--- src/pkg/mts_consts.svh ---
// constants of the modem task sequencer: register map, fields, codes and timing
`ifndef MTS_CONSTS_SVH
`define MTS_CONSTS_SVH

// register map, byte offsets on the plain register port
`define MTS_ADDR_W 6
`define MTS_OFF_CMD 6'h00
`define MTS_OFF_MODE 6'h01
`define MTS_OFF_STAT 6'h02
`define MTS_OFF_DBUF 6'h10
`define MTS_DBUF_LEN 18

// mode register fields and reset value
`define MTS_MODE_IE 7
`define MTS_MODE_INV 6
`define MTS_MODE_TX 5
`define MTS_MODE_SCR 4
`define MTS_MODE_PSAVE 3
`define MTS_MODE_RST 8'h00

// status register fields
`define MTS_STAT_IRQ 7
`define MTS_STAT_FREE 6
`define MTS_STAT_STATE 0

// transmit lengths and buffer-free points, in bit periods (56/32/240/8, 36/24/20/1)
`define MTS_FRAME_BITS 240
`define MTS_TX_LEN_HEAD 9'h038
`define MTS_TX_LEN_FOUR 9'h020
`define MTS_TX_LEN_BLOCK 9'h0F0
`define MTS_TX_LEN_ONE 9'h008
`define MTS_FREE_HEAD 9'h024
`define MTS_FREE_FOUR 9'h018
`define MTS_FREE_BLOCK 9'h014
`define MTS_FREE_ONE 9'h001

// receive lengths in bit periods (56/24/240/8, others 16), free delay 1 bit
`define MTS_RX_LEN_SEEK 9'h038
`define MTS_RX_LEN_HEAD3 9'h018
`define MTS_RX_LEN_BLOCK 9'h0F0
`define MTS_RX_LEN_ONE 9'h008
`define MTS_RX_LEN_OTHER 9'h010
`define MTS_RX_FREE_DLY 9'h001

// output filter delay in bit periods
`define MTS_FILT_BITS 2

// bit period: clock 4 ns, bit time 52083 ns (19200 bit/s)
`define MTS_CLK_NS 4
`define MTS_BIT_NS 52083
`define MTS_BIT_DIV (`MTS_BIT_NS / `MTS_CLK_NS)

// coding: crc polynomial and start value, scrambler seed, fec masks
`define MTS_CRC_POLY 16'h1021
`define MTS_CRC_INIT 16'hFFFF
`define MTS_SCR_SEED 9'h1FF
`define MTS_FEC_M0 8'hD5
`define MTS_FEC_M1 8'hB3
`define MTS_FEC_M2 8'h8F
`define MTS_FEC_M3 8'h7C

`endif

--- src/pkg/mts_pkg.sv ---
// types of the modem task sequencer
`include "mts_consts.svh"
package mts_pkg;
  // transmit mode task codes
  typedef enum logic [2:0] {
    null_task = 3'h0, send_frame_head_task = 3'h1, reserved_task = 3'h2,
    send_data_block_task = 3'h3, send_four_bytes_task = 3'h4,
    send_one_byte_task = 3'h5, send_scrambler_pattern_task = 3'h6, reset_task = 3'h7
  } mts_task_t;
  // receive mode task codes
  typedef enum logic [2:0] {
    rx_null_task = 3'h0, seek_frame_head_task = 3'h1, read_head_three_bytes_task = 3'h2,
    read_block_task = 3'h3, seek_frame_sync_task = 3'h4, read_one_byte_task = 3'h5,
    load_sync_bytes_task = 3'h6, rx_reset_task = 3'h7
  } mts_rx_task_t;
  // sequencer states, one-hot
  typedef enum logic [3:0] {
    st_idle = 4'h1, st_send = 4'h2, st_scram = 4'h4, st_recv = 4'h8
  } mts_state_t;
  // register port request
  typedef struct packed {
    logic wr;
    logic rd;
    logic [`MTS_ADDR_W-1:0] addr;
    logic [7:0] wdata;
  } mts_bus_req_t;
endpackage

--- src/design/mts_task_sequencer.sv ---
// modem task sequencer: registers, data buffer, transmit framing and task timing
//
// The plain strobed port and the register offsets are this design's own decisions.
`timescale 1ns/100ps
`include "mts_consts.svh"
////////////////////////////////////////////////////////////////////////////////
// Behaviour
// - frame head: six bytes plus FEC byte
// - head sent from byte0 MSB to FEC LSB
// - buffer free and interrupt after data fetched
// - four bytes sent MSB first, uncoded
// - block: 18 bytes, CRC, FEC, interleave, scramble
// - CRC reinitialised after every finished send or receive task
// - single byte sent MSB first
// - scrambler task: continuous output, no status change
// - new task ends scrambler at first bit
// - reset task aborts, sets free, no interrupt
// - output change appears about three bits later
// - idle start: first bit one period later
// - free rises 36/24/20/1 bits after start
// - task lengths 56/32/240/8 bits
// - receive tasks last 56/24/240/8 bits
// - receive free one bit after last bit
// - filter adds two bit periods of delay
// - three-bit task code decode
// - interrupt pin low when flag and enable
// - send task starts when idle, else waits room; receive task starts at once
////////////////////////////////////////////////////////////////////////////////
module mts_task_sequencer #(
  parameter int BIT_DIV = `MTS_BIT_DIV
) (
  input wire logic clock,
  input wire logic rstn,
  input wire mts_pkg::mts_bus_req_t bus_req,
  output logic [7:0] rd_data,
  output logic transmit_output_pin,
  output logic irq_n,
  output logic buffer_free_flag
);
  import mts_pkg::*;

  localparam int NB = `MTS_DBUF_LEN;
  localparam int FB = `MTS_FRAME_BITS;
  localparam int ROWS = NB + 2;
  localparam int FILT = `MTS_FILT_BITS;
  localparam logic [`MTS_ADDR_W-1:0] NB_A = `MTS_ADDR_W'(NB);

  logic bit_stb;
  logic [7:0] mode_r;
  logic [7:0] dbuf_r [NB];
  logic [NB*8-1:0] dbuf_flat;
  mts_state_t state_r;
  mts_state_t state_nxt;
  logic pend_r;
  mts_task_t pend_code_r;
  logic [FB-1:0] frame_r;
  logic blk_r;
  logic [8:0] len_r;
  logic [8:0] idx_r;
  logic [8:0] free_at_r;
  logic [15:0] crc_r;
  logic [8:0] scr_r;
  logic bit_r;
  logic [FILT-1:0] dly_r;
  logic free_r;
  logic irq_r;
  logic [FB-1:0] frame_ld;
  logic [8:0] len_ld;
  logic [8:0] free_ld;
  logic blk_ld;
  logic [8:0] rx_len;
  logic [7:0] stat_word;
  logic [11:0] cw [ROWS];
  logic [FB-1:0] blk_bits;

  ////////////////////////////////////////////////////////////////////////////
  // coding helpers

  // four check bits per byte
  function automatic logic [3:0] fec4(input logic [7:0] b);
    fec4 = {^(b & `MTS_FEC_M3), ^(b & `MTS_FEC_M2), ^(b & `MTS_FEC_M1), ^(b & `MTS_FEC_M0)};
  endfunction

  // crc over the whole buffer, byte 0 msb first
  function automatic logic [15:0] crc_calc(input logic [15:0] seed,
                                           input logic [NB*8-1:0] d);
    logic [15:0] c;
    c = seed;
    for (int k = NB*8-1; k >= 0; k--)
      c = {c[14:0], 1'b0} ^ ((c[15] ^ d[k]) ? `MTS_CRC_POLY : 16'h0000);
    crc_calc = c;
  endfunction

  ////////////////////////////////////////////////////////////////////////////
  // bit strobe

  mts_bit_clock #(
    .BIT_DIV(BIT_DIV)
  ) u_bit_clock (
    .clock(clock),
    .rstn(rstn),
    .bit_stb(bit_stb)
  );

  ////////////////////////////////////////////////////////////////////////////
  // register port decode

  wire [`MTS_ADDR_W-1:0] addr = bus_req.addr;
  wire cmd_wr = bus_req.wr && addr == `MTS_OFF_CMD;
  wire mode_wr = bus_req.wr && addr == `MTS_OFF_MODE;
  wire stat_rd = bus_req.rd && addr == `MTS_OFF_STAT;
  wire [2:0] code = bus_req.wdata[2:0];
  wire tx_mode = mode_r[`MTS_MODE_TX];
  wire scr_en = mode_r[`MTS_MODE_SCR];
  wire dbuf_hit = addr >= `MTS_OFF_DBUF && addr < `MTS_OFF_DBUF + NB_A;
  wire [`MTS_ADDR_W-1:0] dbuf_idx = addr - `MTS_OFF_DBUF;

  // task code decode; a mode flip cancels work like the reset task
  wire mode_flip = mode_wr && bus_req.wdata[`MTS_MODE_TX] != tx_mode;
  wire abort = (cmd_wr && code == reset_task) || mode_flip;
  wire tx_frame_cmd = cmd_wr && tx_mode && (code == send_frame_head_task ||
    code == send_data_block_task || code == send_four_bytes_task ||
    code == send_one_byte_task);
  wire tx_scr_cmd = cmd_wr && tx_mode && code == send_scrambler_pattern_task;
  wire rx_cmd = cmd_wr && !tx_mode && code != rx_null_task && code != rx_reset_task;

  ////////////////////////////////////////////////////////////////////////////
  // data buffer, one flop byte per entry

  for (genvar i = 0; i < NB; i++) begin : g_dbuf
    wire hit = bus_req.wr && addr == `MTS_OFF_DBUF + `MTS_ADDR_W'(i);
    always_ff @(posedge clock) begin
      if (!rstn) begin
        dbuf_r[i] <= 8'h00;
      end else if (hit) begin
        dbuf_r[i] <= bus_req.wdata;
      end
    end
    assign dbuf_flat[(NB-i)*8-1 -: 8] = dbuf_r[i];
  end

  ////////////////////////////////////////////////////////////////////////////
  // data block coding: crc, fec per byte, column-wise interleave

  wire [15:0] crc_val = crc_calc(crc_r, dbuf_flat);
  wire [ROWS*8-1:0] blk_bytes = {dbuf_flat, crc_val};

  // each row is a byte with its check bits
  for (genvar r = 0; r < ROWS; r++) begin : g_cw
    wire [7:0] b = blk_bytes[(ROWS-r)*8-1 -: 8];
    assign cw[r] = {b, fec4(b)};
  end

  // send column by column so a burst error spreads over many rows
  for (genvar k = 0; k < FB; k++) begin : g_ilv
    assign blk_bits[FB-1-k] = cw[k % ROWS][11 - k / ROWS];
  end

  ////////////////////////////////////////////////////////////////////////////
  // frame load for the pending task, msb-first at the top of the shifter

  always_comb begin
    frame_ld = '0;
    len_ld = `MTS_TX_LEN_ONE;
    free_ld = `MTS_FREE_ONE;
    blk_ld = 1'b0;
    case (pend_code_r)
      send_frame_head_task: begin
        frame_ld[FB-1 -: `MTS_TX_LEN_HEAD] = {dbuf_flat[NB*8-1 -: 48],
          fec4(dbuf_r[4]), fec4(dbuf_r[5])};
        len_ld = `MTS_TX_LEN_HEAD;
        free_ld = `MTS_FREE_HEAD;
      end
      send_four_bytes_task: begin
        frame_ld[FB-1 -: `MTS_TX_LEN_FOUR] = dbuf_flat[NB*8-1 -: 32];
        len_ld = `MTS_TX_LEN_FOUR;
        free_ld = `MTS_FREE_FOUR;
      end
      send_data_block_task: begin
        frame_ld = blk_bits;
        len_ld = `MTS_TX_LEN_BLOCK;
        free_ld = `MTS_FREE_BLOCK;
        blk_ld = 1'b1;
      end
      send_one_byte_task: begin
        frame_ld[FB-1 -: `MTS_TX_LEN_ONE] = dbuf_r[0];
      end
      default: begin
        frame_ld = '0;
      end
    endcase
  end

  // receive task lengths
  always_comb begin
    case (code)
      seek_frame_head_task: rx_len = `MTS_RX_LEN_SEEK;
      read_head_three_bytes_task: rx_len = `MTS_RX_LEN_HEAD3;
      read_block_task: rx_len = `MTS_RX_LEN_BLOCK;
      read_one_byte_task: rx_len = `MTS_RX_LEN_ONE;
      default: rx_len = `MTS_RX_LEN_OTHER;
    endcase
  end

  ////////////////////////////////////////////////////////////////////////////
  // sequencing events, all qualified by the bit strobe

  wire last_bit = idx_r == len_r - 9'h001;
  wire sent_last = bit_stb && state_r == st_send && last_bit;
  // a pending task takes over only once the shifter has room
  wire start = bit_stb && pend_r && (state_r == st_idle ||
    state_r == st_scram || sent_last);
  wire start_scr = pend_code_r == send_scrambler_pattern_task;
  mts_state_t start_state;
  assign start_state = start_scr ? st_scram : st_send;
  wire tx_free_set = bit_stb && state_r == st_send &&
    idx_r + 9'h001 == free_at_r;
  wire rx_done = bit_stb && state_r == st_recv && idx_r + 9'h001 == len_r;
  wire free_set = tx_free_set || rx_done;
  wire task_done = sent_last || rx_done;
  wire scr_run = state_r == st_scram || (state_r == st_send && blk_r && scr_en);

  // next state
  always_comb begin
    state_nxt = state_r;
    case (state_r)
      st_idle, st_scram: if (start) state_nxt = start_state;
      st_send: if (sent_last) state_nxt = start ? start_state : st_idle;
      st_recv: if (rx_done) state_nxt = st_idle;
      default: state_nxt = st_idle;
    endcase
    if (rx_cmd) state_nxt = st_recv;
    if (abort) state_nxt = st_idle;
  end

  always_ff @(posedge clock) begin
    if (!rstn) state_r <= st_idle;
    else state_r <= state_nxt;
  end

  ////////////////////////////////////////////////////////////////////////////
  // pending task slot; a new write wins over a start in the same cycle

  always_ff @(posedge clock) begin
    if (!rstn || abort) begin
      pend_r <= 1'b0;
      pend_code_r <= null_task;
    end else if (tx_frame_cmd || tx_scr_cmd) begin
      pend_r <= 1'b1;
      pend_code_r <= mts_task_t'(code);
    end else if (start) begin
      pend_r <= 1'b0;
    end
  end

  ////////////////////////////////////////////////////////////////////////////
  // shifter and bit counters

  always_ff @(posedge clock) begin
    if (!rstn || abort) begin
      frame_r <= '0;
      blk_r <= 1'b0;
      len_r <= '0;
      idx_r <= '0;
      free_at_r <= '0;
    end else if (rx_cmd) begin
      idx_r <= '0;
      len_r <= rx_len + `MTS_RX_FREE_DLY;
    end else if (start) begin
      frame_r <= frame_ld;
      blk_r <= blk_ld;
      len_r <= len_ld;
      free_at_r <= free_ld;
      idx_r <= '0;
    end else if (bit_stb && (state_r == st_send || state_r == st_recv)) begin
      frame_r <= {frame_r[FB-2:0], 1'b0};
      idx_r <= idx_r + 9'h001;
    end
  end

  // crc start value, back to init after every finished task
  always_ff @(posedge clock) begin
    if (!rstn || abort || task_done) crc_r <= `MTS_CRC_INIT;
  end

  // scrambler: runs only for blocks and pattern task, else held at seed
  always_ff @(posedge clock) begin
    if (!rstn || !scr_run) begin
      scr_r <= `MTS_SCR_SEED;
    end else if (bit_stb) begin
      scr_r <= {scr_r[0] ^ scr_r[4], scr_r[8:1]};
    end
  end

  ////////////////////////////////////////////////////////////////////////////
  // bit output through the filter delay line

  always_ff @(posedge clock) begin
    if (!rstn || abort) begin
      bit_r <= 1'b0;
      dly_r <= '0;
    end else if (bit_stb) begin
      case (state_r)
        st_send: bit_r <= frame_r[FB-1] ^ (blk_r & scr_en & scr_r[0]);
        st_scram: bit_r <= scr_r[0];
        default: bit_r <= 1'b0;
      endcase
      dly_r <= {dly_r[FILT-2:0], bit_r};
    end
  end

  // powersave parks the pin low; inversion acts at once
  always_ff @(posedge clock) begin
    if (!rstn) begin
      transmit_output_pin <= 1'b0;
    end else begin
      transmit_output_pin <= !mode_r[`MTS_MODE_PSAVE] &&
        (dly_r[FILT-1] ^ mode_r[`MTS_MODE_INV]);
    end
  end

  ////////////////////////////////////////////////////////////////////////////
  // mode, status flags and interrupt pin

  always_ff @(posedge clock) begin
    if (!rstn) mode_r <= `MTS_MODE_RST;
    else if (mode_wr) mode_r <= bus_req.wdata;
  end

  // hardware set wins over a clear in the same cycle
  always_ff @(posedge clock) begin
    if (!rstn) begin
      free_r <= 1'b1;
      irq_r <= 1'b0;
    end else begin
      if (abort || free_set) free_r <= 1'b1;
      else if (tx_frame_cmd || rx_cmd) free_r <= 1'b0;
      if (free_set) irq_r <= 1'b1;
      else if (stat_rd) irq_r <= 1'b0;
    end
  end

  // pin only follows the flag while enabled
  always_ff @(posedge clock) begin
    if (!rstn) begin
      irq_n <= 1'b1;
      buffer_free_flag <= 1'b1;
    end else begin
      irq_n <= !(irq_r && mode_r[`MTS_MODE_IE]);
      buffer_free_flag <= free_r;
    end
  end

  ////////////////////////////////////////////////////////////////////////////
  // read side: data one cycle after the strobe, zero otherwise

  always_comb begin
    stat_word = 8'h00;
    stat_word[`MTS_STAT_IRQ] = irq_r;
    stat_word[`MTS_STAT_FREE] = free_r;
    stat_word[`MTS_STAT_STATE +: 4] = state_r;
  end

  wire [7:0] rd_mux = (addr == `MTS_OFF_MODE) ? mode_r :
                      (addr == `MTS_OFF_STAT) ? stat_word :
                      dbuf_hit ? dbuf_r[dbuf_idx[4:0]] : 8'h00;

  always_ff @(posedge clock) begin
    if (!rstn) rd_data <= 8'h00;
    else rd_data <= bus_req.rd ? rd_mux : 8'h00;
  end
endmodule // mts_task_sequencer

--- src/design/mts_bit_clock.sv ---
// bit-period strobe generator for the modem task sequencer
`timescale 1ns/100ps
`include "mts_consts.svh"
module mts_bit_clock #(
  parameter int BIT_DIV = `MTS_BIT_DIV
) (
  input wire logic clock,
  input wire logic rstn,
  output logic bit_stb
);
  localparam int CW = $clog2(BIT_DIV);
  localparam logic [CW-1:0] LAST = CW'(BIT_DIV - 1);

  logic [CW-1:0] cnt_r;
  wire wrap = cnt_r == LAST;

  // free-running divider, one strobe per bit period
  always_ff @(posedge clock) begin
    if (!rstn) begin
      cnt_r <= '0;
      bit_stb <= 1'b0;
    end else begin
      cnt_r <= wrap ? '0 : cnt_r + 1'b1;
      bit_stb <= wrap;
    end
  end
endmodule // mts_bit_clock

--- config.mk ---
export PLATFORM = sky130hd
export DESIGN_NAME = mts_task_sequencer
export DESIGN_NICKNAME = d
export VERILOG_FILES = /design/src/pkg/mts_pkg.sv /design/src/design/mts_task_sequencer.sv /design/src/design/mts_bit_clock.sv
export VERILOG_INCLUDE_DIRS = /design/src /design/src/pkg
export SDC_FILE = /design/constraint.sdc
export NUM_CORES = 1
export LEC_CHECK = 0
export ABC_AREA = 0
export BUFFER_PORTS_ARGS = -buffer_cell sky130_fd_sc_hd__buf_2
export CORE_AREA = 2 2 319 321
export DETAILED_ROUTE_END_ITERATION = 7
export DIE_AREA = 0 0 321 323
export GPL_TIMING_DRIVEN = 0
export MAX_ROUTING_LAYER = met4
export PLACE_DENSITY = 0.54
export SLEW_MARGIN = 20
export SYNTH_ARGS = -nofsm -noshare
export SYNTH_HDL_FRONTEND = slang
export SYNTH_HIERARCHICAL = 1
export SYNTH_SLANG_ARGS = --single-unit
--- constraint.sdc ---
create_clock -name clock -period 10.3 [get_ports clock]
set_input_delay 0 -clock clock [delete_from_list [all_inputs] [get_ports clock]]
set_output_delay 0 -clock clock [all_outputs]
set_load 0.03 [all_outputs]
Word-level counts from Yosys, hierarchy flattened --
Memories as Yosys holds them, arrays and structs flattened. Index checks and enable logic that the tools add are counted.
Cells by class: mux-type cells 244, $add $sub $neg 5, bitwise gates (word level) 312, reductions and logical operators 160, order comparisons 2, equality and inequality tests 48
Operators with widths (number):
- $xor 16x13->16 | 143
- $mux 13 | 144
- $reduce_xor 8->1 | 80
- $mux 240 | 2
- $mux 184 | 1
- $mux 8 | 21
- $xor 1x1->1 | 146
- $eq 6x5->1 const B | 16
- $pmux 24 s2 | 2
- $mux 1 | 60
- $logic_and 1x1->1 | 42
- $pmux 8 s4 | 1
- $eq 9x9->1 | 3
- $pmux 8 s3 | 1
- $eq 3x3->1 const B | 7
- $add 9x1->9 const B | 2
- $mux 9 | 2
- $or 1x1->1 | 18
- $pmux 6 s3 | 1
- $mux 4 | 4
- $pmux 8 s2 | 1
- $not 15->15 | 1
- $add 14x1->14 const B | 1
- $eq 14x14->1 const B | 1
- 30 further kinds | 71
Storage, ports and cells: bits in writable memories 144, output and inout port bits 11, word-level logic and storage cells 793, memories 1, input bits 18, register bits after elaboration 324
Memory list:
- dbuf_r | words 18, width 8, read ports 19, clocked after Yosys merged registers in 0, write ports 18, RTL line mts_task_sequencer.sv:50 | logic [7:0] dbuf_r [NB];

Longest topological paths before layout --
Gate-level depths: netlist of the first run. An unclocked memory read counts as a cell.
depth in word-level cells 435, depth in mapped cells 20, gate-level depth less buffers 19

Cells and area by module --
Netlist of the first run, hierarchy kept.
By module, submodules not included:
- mts_task_sequencer | times used 1, area an instance 29245.5 um^2, cells each 2907, seq. area each 10349.9 um^2
- mts_bit_clock | times used 1, area an instance 663.1 um^2, cells each 71, seq. area each 300.3 um^2

Least setup slack after synthesis of the first run --
OpenSTA, ideal clock, no wires.
path type flip-flop to flip-flop, start memory dbuf_r[0][3], end register frame_r[21], path slack 2735 ps, path buffers 1, library setup time 134 ps, data required time 10166 ps, arrival 7431 ps, stages on the path, launching flop included 21, clock period less this slack 7565 ps, path through edfxtp_1 -> buf_4 -> xnor2_1 -> xnor3_1 -> xnor3_1 -> xnor2_2 -> xnor3_1 -> xnor3_1 -> xnor2_2 -> xnor3_2 -> xnor3_1 -> xnor3_1 -> xnor3_1 -> xnor3_1 -> xor2_1 -> xnor3_1 -> xor2_2 -> xnor3_1 -> xnor2_2 -> xnor2_1 -> o22ai_1
RTL lines:
- start: declaration | RTL line mts_task_sequencer.sv:50
- end signal: assignment | RTL line mts_task_sequencer.sv:270 | frame_r <= frame_ld;
- end signal: assignment | RTL line mts_task_sequencer.sv:276 | frame_r <= {frame_r[FB-2:0], 1'b0};
- end: declaration | RTL line mts_task_sequencer.sv:56 | logic [FB-1:0] frame_r;

==> results of run 1 <==
## cell type report
type                    instances  area share, %
clock inverters                39           1.19
flip-flops and latches        460           31.6
clock buffers                  64           4.27
multi-input cells            2245           54.0
inverters                      14          0.156
well taps                    1309           4.86
diodes                          2         0.0149
repair buffers                 43          0.891
plain buffers                 259           2.97
## cells in the mapped netlist, types with 39 or more instances
library cell,instances
a311oi_1,95
and2_1,129
clkbuf_1,222
xor2_1,149
mux2i_1,39
xnor3_1,150
xnor2_1,366
edfxtp_1,144
dfxtp_1,316
nand3_1,120
nor3_1,190
a221oi_1,89
mux4_2,40
nand2_1,178
a21oi_1,72
o21ai_0,77
nor2_1,346
## through the flow
step           hold slack, ns  worst slack, ns
2_1_floorplan           0.118             2.74
3_3_place_gp            0.326             1.26
3_5_place_dp            0.331             1.26
4_1_cts                0.0240             1.19
5_1_grt                 0.122            0.854
6_report               0.0813             1.01
## state kept, by name, indices dropped and copies added, names as in the netlist, 4 cells and up
name	cells
dbuf_r	144
frame_r	240
free_at_r	5
idx_r	9
len_r	5
mode_r	8
rd_data	8
scr_r	9
state_r	4
u_bit_clock/cnt_r	14
## worst min-delay path by stage
stage	start	end	slack [ns]	cells past startpoint
global placement	bus_req[14]	irq_r$_SDFFE_PN0P_	0.33	4
global route	bus_req[12]	dbuf_r[16][1]$_SDFFCE_PN0P_	0.12	4
finish	bus_req[12]	free_r$_SDFFE_PP1P_	0.08	5
detailed placement	bus_req[14]	irq_r$_SDFFE_PN0P_	0.33	4
CTS	bus_req[12]	dbuf_r[16][1]$_SDFFCE_PN0P_	0.02	4
floorplan	rstn	u_bit_clock/bit_stb$_SDFF_PN0_	0.12	2
## repair_timing
action | 4_1_cts | 5_1_grt
endpoints found under the hold margin | 72 | 0
setup endpoints to repair | 0 | 0
hold buffers | 17 | 0
buffers inserted | 0 | 0
## routing by layer
| metal | global-route usage (%) | vias to the layer above | share of wire (%) |
|---|---|---|---|
| met4 | 11.1 | 0 | 5.5 |
| li1 | - | 10700 | - |
| met2 | 34.3 | 1324 | 43 |
| met1 | 30.9 | 12100 | 41 |
| met3 | 4.87 | 300 | 10 |
| met5 | - | - | 0 |
## tightest hold or removal path: cells and delay by family
| kind | cells | cell delay, ns |
|---|---|---|
| AOI/OAI and AO/OA | 1 | 0.13 |
| buffers and inverters | 1 | 0.14 |
| and+or+nand+nor | 3 | 0.43 |
## cell families after synthesis
family | Yosys count
compound gates | 420
buf+inv | 273
fa+ha+maj | 3
flops | 460
xor+xnor | 721
simple gates | 1022
mux | 79
==> flow_metrics.tcl, run 1 <==
set metrics [dict create \
    synthAdderAreaFrac_pct 0.126 \
    clock-sinks 460 \
    drt_iter0_drc 3075 \
    synth_nets 2999 \
    die_h_um 323 \
    critPathCaptureType "register" \
    seq_area_frac_synth_pct 35.6 \
    synth_cell_types 64 \
    r2r_cells 19 \
    synth_top_area_share_pct 21.2 \
    vias_per_cell 5.51 \
    crit_start "dbuf_r[2][5]$_SDFFCE_PN0P_" \
    fillerInstances 10300 \
    yosysWarnings 6 \
    crit_type "register to register" \
    mostFrequentLayoutCells "366 x xnor2_1, 346 x nor2_1, 316 x dfxtp_1" \
    endpoint "frame_r[221]$_SDFFE_PP0P_" \
    synth-compound-area-share_pct 10.2 \
    placed_cells 4313 \
    path_depth 19 \
    synth_area_leaders "dfxtp_1 21%, edfxtp_1 14%, xnor3_1 11%" \
    synth.avg_cell_area_sq_um 10.0 \
    crit_buf_inv 1 \
    ys_ff_latch 460 \
    finalHoldViolCount 0 \
    htreeDepth 2 \
    drc_errors 0 \
    synthFlopType "dfxtp_1" \
    ctsResizeCount 0 \
    max-cap-violations 0 \
    yosys.area_share.simple_pct 15.9 \
    slew_headroom_pct 16.8 \
    synth_top_area_cell "dfxtp_1" \
    pin_count 29 \
    instances_no_fill 4435 \
    stdcell_area_sq_um 33700 \
    cp_slowest_cell "xnor2_1" \
    fin_nets 3099 \
    synth_mux_area_share_pct 4.32 \
    fin_tns_setup_ns 0 \
    cp_data_arrival_time_ns 9.80 \
    setup_viol 0 \
    cts_root_buffer "clkbuf_16" \
    clk_latency_ns 0.65 \
    grt_pass1_vias 22800 \
    hp-class "primary input to register" \
    rr_endpoint "frame_r[221]$_SDFFE_PP0P_" \
    r2r-start "dbuf_r[2][5]$_SDFFCE_PN0P_" \
    ant_nets 0 \
    syn_inst 2978 \
    startpoint_type "register" \
    rows 117 \
    vias 24400 \
    critPathMaxFanout 6 \
    gp_congestion 1.01 \
    utilization_pct 33.5 \
    cts_tree "yes" \
    syn_area_sq_um 29900 \
    finalCriticalPeriod_ns 9.29 \
    port-buffer-count 26 \
    wl_per_cell_um 27.2 \
    synth_xor_area_share_pct 30.4 \
    multiInputGateArea_sq_um 18200 \
    grt_pass1_wl_um 170000 \
    cpMostUsedCell "xnor3_1" \
    chipWidth_um 321 \
    start_util_pct 29.7 \
    wirelength_um 121000 \
    synth_edf_count 144 \
    max_freq_mhz 108 \
    layout_commonest_cell "xnor2_1" \
    cts_buffers 55 \
    synth_top_family_by_area "XOR/XNOR gates" \
    antenna_found_initial 4 \
    dieArea_sq_um 104000 \
    crit_chain "buf_1 -> xnor3_1 -> xor2_2 -> xor3_2 -> xnor2_2 -> xor3_2 -> xnor3_2 -> xnor3_1 -> xnor3_1 -> xnor3_2 -> xnor3_2 -> xnor3_1 -> xor3_1 -> xnor3_1 -> xnor2_1 -> xnor3_1 -> a221oi_1 -> a2bb2oi_1 -> nor2_1" \
    cp.required_ns 10.81 \
    grt_overflow 0 \
    async_flop_share_pct 0 \
    r2r_setup_slack_ns 1.01 \
    run_status "completed" \
    timing.final.crit_share_pct 90.2 \
    cpPeakStageDelay_ns 0.74 \
    drive_gt1_share_pct 6.69 \
    grtUsageTotal_pct 23.5 \
    clk_pin_slew_ns 0.06 \
    first_pass_iters 8 \
    path_delay_family "XOR/XNOR gates" \
    worst_pin_slew_ns 1.25 \
    grt_max_degree 16 \
    dp_hpwl_um 92900 \
    core_area_sq_um 101000 \
    slew_viol_final 0 \
    syn_to_final_growth_pct 12.7 \
    regArea_sq_um 10700 \
    rsz0062_at_grt "no" \
    dpl_cell_area_sq_um 31700 \
    clk_path_buf_depth 3 \
    skew_ns 0.0285 \
]
Power of run 1 is not shown: default switching activity piles up to over one toggle a cycle in this logic, so the estimate is an artifact.
==> run 2, diff against run 1 <==
- CTS_CLUSTER_DIAMETER: default -> 30
- GPL_ROUTABILITY_DRIVEN: default -> 0
- PLACE_DENSITY: 0.54 -> 0.55
- clock period: 10.3 -> 7.7 ns (I/O delays scaled with it)
==> run 2 against run 1 <==
  * Worst hold slack improved by 0.0089 ns
  * Wire length rose by 0.24%
  * Critical path depth rose by 2
  * Fmax rose by 22%
  * Setup slack got worse by 0.95 ns
  * Non-clock buffer count rose by 109
  * Via count rose by 3.9%
  * Clock skew rose by 0.029 ns
  * Register-to-register slack got worse by 0.95 ns
==> flow_metrics.tcl, run 2 (synthesis gave the netlist of run 1 again) <==
set metrics [dict create \
    holdWs_ns 0.0902 \
    worst_pin_slew_ns 1.21 \
    drive_gt1_share_pct 16.7 \
    crit_start "dbuf_r[1][5]$_SDFFCE_PN0P_" \
    wl_per_cell_um 26.0 \
    setup_viol 0 \
    r2r-start "dbuf_r[1][5]$_SDFFCE_PN0P_" \
    critPathCaptureType "register" \
    path_depth 21 \
    fin_nets 3261 \
    regMostFlops "frame_r" \
    crit_type "register to register" \
    drc_errors 0 \
    clock-sinks 460 \
    clk_pin_slew_ns 0.05 \
    pre_cts_ws_ns -1.50 \
    grt_pass1_vias 23800 \
    crit_buf_inv 2 \
    startpoint_type "register" \
    wirelength_um 121000 \
    cp.required_ns 8.26 \
    cts_buffers 108 \
    mostFrequentLayoutCells "346 x nor2_1, 316 x dfxtp_1, 312 x xnor2_1" \
    first_pass_iters 7 \
    critPathMaxFanout 8 \
    ant_nets 0 \
    vias 25400 \
    hp-class "primary input to register" \
    r2r_setup_slack_ns 0.06 \
    skew_ns 0.0574 \
    dpl_cell_area_sq_um 31700 \
    chipWidth_um 321 \
    finalHoldViolCount 0 \
    vias_per_cell 5.48 \
    largest_reg_flops 240 \
    port-buffer-count 26 \
    max-cap-violations 0 \
    path_delay_family "XOR/XNOR gates" \
    slew_headroom_pct 19.5 \
    pin_count 29 \
    grt_max_degree 17 \
    rsz0062_at_grt "yes" \
    crit_chain "buf_6 -> xnor3_1 -> xnor3_1 -> xnor3_2 -> xor3_2 -> xor3_1 -> xnor3_2 -> xor3_2 -> xor2_4 -> xnor3_2 -> xnor3_2 -> xnor3_1 -> xnor3_2 -> xnor3_2 -> xor2_4 -> buf_4 -> xnor3_2 -> xor2_4 -> xor3_1 -> nand2_1 -> a21oi_1" \
    cp_slowest_cell "xnor3_2" \
    grt_pass1_wl_um 171000 \
    layout_commonest_cell "nor2_1" \
    dieArea_sq_um 104000 \
    worst_slack_ns 0.0623 \
    stdcell_area_sq_um 37500 \
    r2r_cells 21 \
    fillerInstances 10000 \
    die_h_um 323 \
    cpPeakStageDelay_ns 0.52 \
    grt_overflow 0 \
    cts_tree "yes" \
    start_util_pct 29.7 \
    cts_root_buffer "clkbuf_16" \
    rows 117 \
    run_status "completed" \
    timing.final.crit_share_pct 99.2 \
    max_freq_mhz 131 \
    cp_data_arrival_time_ns 8.20 \
    fin_tns_setup_ns 0 \
    finalCriticalPeriod_ns 7.64 \
    antenna_found_initial 3 \
    core_area_sq_um 101000 \
    endpoint "frame_r[40]$_SDFFE_PP0P_" \
    dp_hpwl_um 90900 \
    grtUsageTotal_pct 23.4 \
    syn_to_final_growth_pct 25.4 \
    slew_viol_final 0 \
    clk_latency_ns 0.70 \
    cpMostUsedCell "xnor3_2" \
    htreeDepth 3 \
    rr_endpoint "frame_r[40]$_SDFFE_PP0P_" \
    drt_iter0_drc 3024 \
    clk_path_buf_depth 3 \
    top_regs "frame_r x240, dbuf_r x144, u_bit_clock/cnt_r x14" \
]
run 2: worst reg2reg max path, cell delays in order, from the launching register on:
cell and delay (ns):
edfxtp_1 0.33, buf_6 0.20, xnor3_1 0.42, xnor3_1 0.47, xnor3_2 0.34, xor3_2 0.47, xor3_1 0.45, xnor3_2 0.47
xor3_2 0.34, xor2_4 0.30, xnor3_2 0.47, xnor3_2 0.44, xnor3_1 0.40, xnor3_2 0.52, xnor3_2 0.45, xor2_4 0.20
buf_4 0.14, xnor3_2 0.36, xor2_4 0.21, xor3_1 0.31, nand2_1 0.14, a21oi_1 0.07
run 2: worst min path at each step:
stage	cells after the start	endpoint	startpoint
after global placement	4	irq_r$_SDFFE_PN0P_	bus_req[14]
final	4	dbuf_r[16][1]$_SDFFCE_PN0P_	bus_req[11]
after detailed placement	3	u_bit_clock/bit_stb$_SDFF_PN0_	rstn
after CTS	4	dbuf_r[16][1]$_SDFFCE_PN0P_	bus_req[11]
after floorplan	2	u_bit_clock/bit_stb$_SDFF_PN0_	rstn
after global routing	4	dbuf_r[16][1]$_SDFFCE_PN0P_	bus_req[11]
run 2: what timing repair did:
action	CTS	global route
hold endpoints to repair	72	0
setup endpoints to repair	24	13
gates resized for setup	139	63
hold buffers	21	0
pin swaps	44	62
setup buffers	53	59
run 2: per-layer routing:
metal  up-vias  routed length [um]  GRT usage, %
met4         0                7630          12.0
met1     12600               49700          30.1
met2      1345               50800          33.6
met3       361               12700          6.27
met5         -                   0             -
li1      11100                   -             -
run 2: per-stage QoR:
step,util [%],instances
finish,37.2,4640
global route,37.2,4639
CTS,36.4,4578
detailed placement,31.5,4314
global placement,31.5,4313
floorplan,-,2978
run 2: cell type report:
class                   count  area (sq um)  share of cell area [%]
multi-input cells        2245         19300                    51.3
clock buffers             137          2920                    7.79
well taps                1309          1640                    4.37
flip-flops and latches    460         10700                    28.4
diodes                      3          7.51                  0.0200
clock inverters            61           785                    2.09
repair buffers            160          1200                    3.20
inverters                  14          52.6                   0.140
plain buffers             251          1000                    2.68
Power of run 2 is left out for the same reason.
==> run 3, diff against run 2 <==
- CORE_AREA: 2 2 319 321 -> 2 2 318 320
- DIE_AREA: 0 0 321 323 -> 0 0 320 322
- SYNTH_HIERARCHICAL: 1 -> default
==> run 3 against run 2 <==
  * The flow now finishes with violations (negative setup slack)
  * Register-to-register slack got worse by 0.26 ns
  * First-iteration DRC count fell by 6.7%
  * Synthesized cell count grew 0.91%
  * Clock skew increased by 0.034 ns
  * Worst hold slack worse by 0.042 ns
  * Wire length grew 3.4%
  * Cell count increased by 2.1%
  * Critical path depth is 3 higher
  * Die area shrank 0.62%
  * Critical path type unchanged
==> flow_metrics.tcl, run 3 <==
set metrics [dict create \
    run_status "finished with violations" \
    failed_checks "negative setup slack" \
    setup_viol 10 \
    ant_nets 0 \
    syn_inst 3005 \
    rows 116 \
    synth_nets 3026 \
    start_util_pct 29.9 \
    vias_per_cell 5.51 \
    syn_to_final_growth_pct 29.8 \
    dp_hpwl_um 90300 \
    mostFrequentLayoutCells "347 x nor2_1, 344 x xnor2_1, 316 x dfxtp_1" \
    placed_cells 4329 \
    critPathCaptureType "register" \
    finalCriticalPeriod_ns 7.90 \
    drive_gt1_share_pct 19.3 \
    synth-compound-area-share_pct 9.97 \
    fin_tns_setup_ns -0.723 \
    worst_slack_ns -0.196 \
    grtUsageTotal_pct 24.2 \
    skew_ns 0.0911 \
    chipWidth_um 320 \
    yosysMostFrequentCell "xnor2_1" \
    top_regs "frame_r x240, dbuf_r x144, u_bit_clock.cnt_r x14" \
    synth_top_family_by_area "XOR/XNOR gates" \
    timing.final.crit_share_pct 103 \
    first_pass_iters 6 \
    r2r_setup_slack_ns -0.20 \
    port-buffer-count 26 \
    synthAdderAreaFrac_pct 0.126 \
    drt_iter0_drc 2822 \
    yosysWarnings 0 \
    seq_area_frac_synth_pct 35.8 \
    synth_area_leaders "dfxtp_1 21%, edfxtp_1 15%, xnor2_1 12%" \
    grt_overflow 0 \
    grt_max_degree 21 \
    grt_pass1_wl_um 175000 \
    finalHoldViolCount 0 \
    antenna_found_initial 4 \
    slew_viol_final 0 \
    synth_xor_area_share_pct 29.9 \
    cts_buffers 111 \
    core_area_sq_um 99600 \
    rsz0062_at_grt "yes" \
    ys_ff_latch 460 \
    synth_top_area_share_pct 21.3 \
    cp.required_ns 8.23 \
    dieArea_sq_um 103000 \
    wirelength_um 125000 \
    wl_per_cell_um 26.4 \
    grtUsageMet1_pct 29.8 \
    fin_nets 3361 \
    startpoint_type "register" \
    gr-usage-met2_pct 34.9 \
    synth_cell_types 63 \
    slew_headroom_pct 22.2 \
    crit_type "register to register" \
    yosys.area_share.simple_pct 16.5 \
    largest_reg_flops 240 \
    ys_top_cells_by_count "406 x xnor2_1, 347 x nor2_1, 316 x dfxtp_1" \
    synth_edf_count 144 \
    instances_no_fill 4737 \
    pin_count 29 \
    htreeDepth 3 \
    cp_data_arrival_time_ns 8.43 \
    hp-class "primary input to register" \
    dpl_cell_area_sq_um 31600 \
    synthFlopType "dfxtp_1" \
    worst_pin_slew_ns 1.15 \
    syn_area_sq_um 29700 \
    synth_mux_area_share_pct 4.17 \
    clock-sinks 460 \
    max_freq_mhz 127 \
    clk_pin_slew_ns 0.05 \
    stdcell_area_sq_um 38600 \
    clk_path_buf_depth 3 \
    clk_latency_ns 0.73 \
    max-cap-violations 0 \
    regMostFlops "frame_r" \
    async_flop_share_pct 0 \
    synth.avg_cell_area_sq_um 9.90 \
    busiest_layer "met2" \
    die_h_um 322 \
    drc_errors 0 \
    grt_use_met3_pct 7.58 \
    vias 26100 \
    cts_tree "yes" \
    layout_commonest_cell "nor2_1" \
    grt_pass1_vias 24500 \
    critPathMaxFanout 4 \
    cts_root_buffer "clkbuf_16" \
    synth_top_area_cell "dfxtp_1" \
]
[run 3: cell count changes in the layout (fill, tap and decap cells not counted), moves of 13 or more]
cell / previous run / this run
nor3_1: 190 / 220
xor2_1: 132 / 114
a211oi_1: 38 / 66
a221oi_1: 89 / 63
buf_4: 119 / 165
xnor2_1: 312 / 344
xor3_1: 20 / 7
xnor3_1: 78 / 63
buf_6: 4 / 17
[run 3: cells by family (layout without fill, tap and decap cells)]
family | count (synthesis) | count (layout)
adder cells (fa/ha/maj) | 3 | 3
buffers and inverters | 271 | 699
other | 0 | 6
XOR/XNOR | 725 | 725
AO/OA/AOI/OAI | 415 | 415
multiplexers | 74 | 74
flip-flops | 460 | 460
AND/OR/NAND/NOR | 1057 | 1057
[run 3: layer usage]
metal / wire length (um) / up-vias
met5: 0 / -
met4: 8330 / 0
met1: 48800 / 12700
met2: 53100 / 1623
met3: 14800 / 446
li1: - / 11300
[run 3: critical path, cell delays in order (launching register included)]
cell and delay, ns:
edfxtp_1 0.51, xnor3_2 0.51, xor3_2 0.27, xnor3_2 0.44, buf_6 0.14, xnor3_2 0.24
xnor3_2 0.54, xnor2_4 0.26, buf_6 0.15, xnor3_2 0.41, xnor2_4 0.26, xnor3_2 0.51
xor3_2 0.27, xnor3_2 0.46, xnor2_4 0.22, xnor3_2 0.50, buf_4 0.16, xnor2_1 0.18
xnor3_2 0.48, xor3_2 0.33, buf_4 0.18, xnor2_1 0.13, xnor2_1 0.16, a221oi_2 0.33
nor2_1 0.08
[run 3: final timing paths]
path | from | endpoint | cells past startpoint
worst max-delay path | dbuf_r[2][5]$_SDFFCE_PN0P_ | frame_r[40]$_SDFFE_PP0P_ | 24
worst min-delay path | bus_req[11] | dbuf_r[16][1]$_SDFFCE_PN0P_ | 4
worst max register to register | dbuf_r[2][5]$_SDFFCE_PN0P_ | frame_r[40]$_SDFFE_PP0P_ | 24
worst min register to register | u_bit_clock.cnt_r[0]$_SDFF_PP0_ | u_bit_clock.cnt_r[0]$_SDFF_PP0_ | 1
[run 3: final cells by class]
type / instances / area, sq um
inverters: 12 / 45.0
clock inverters: 74 / 1140
flip-flops and latches: 460 / 10700
plain buffers: 248 / 1080
fillers: 9769 / 61000
diodes: 6 / 15.0
clock buffers: 132 / 2980
multi-input cells: 2274 / 19200
repair buffers: 233 / 1860
well taps: 1298 / 1620
[run 3: timing repair]
action	in CTS	in global routing
endpoints found under the hold margin	63	0
hold buffers	26	0
endpoints found under the setup margin	24	16
gates resized for setup	123	102
setup buffers	82	99
pin swaps	49	89
[run 3: per-stage QoR]
step	util, %	setup WS, ns	hold slack [ns]
2_1_floorplan	-	0.00575	0.147
3_3_place_gp	31.7	-1.61	0.328
3_5_place_dp	31.7	-1.65	0.330
4_1_cts	37.4	-0.0474	0.00667
5_1_grt	38.8	-0.243	0.0994
6_report	38.8	-0.196	0.0483
Power of run 3 is left out for the same reason.
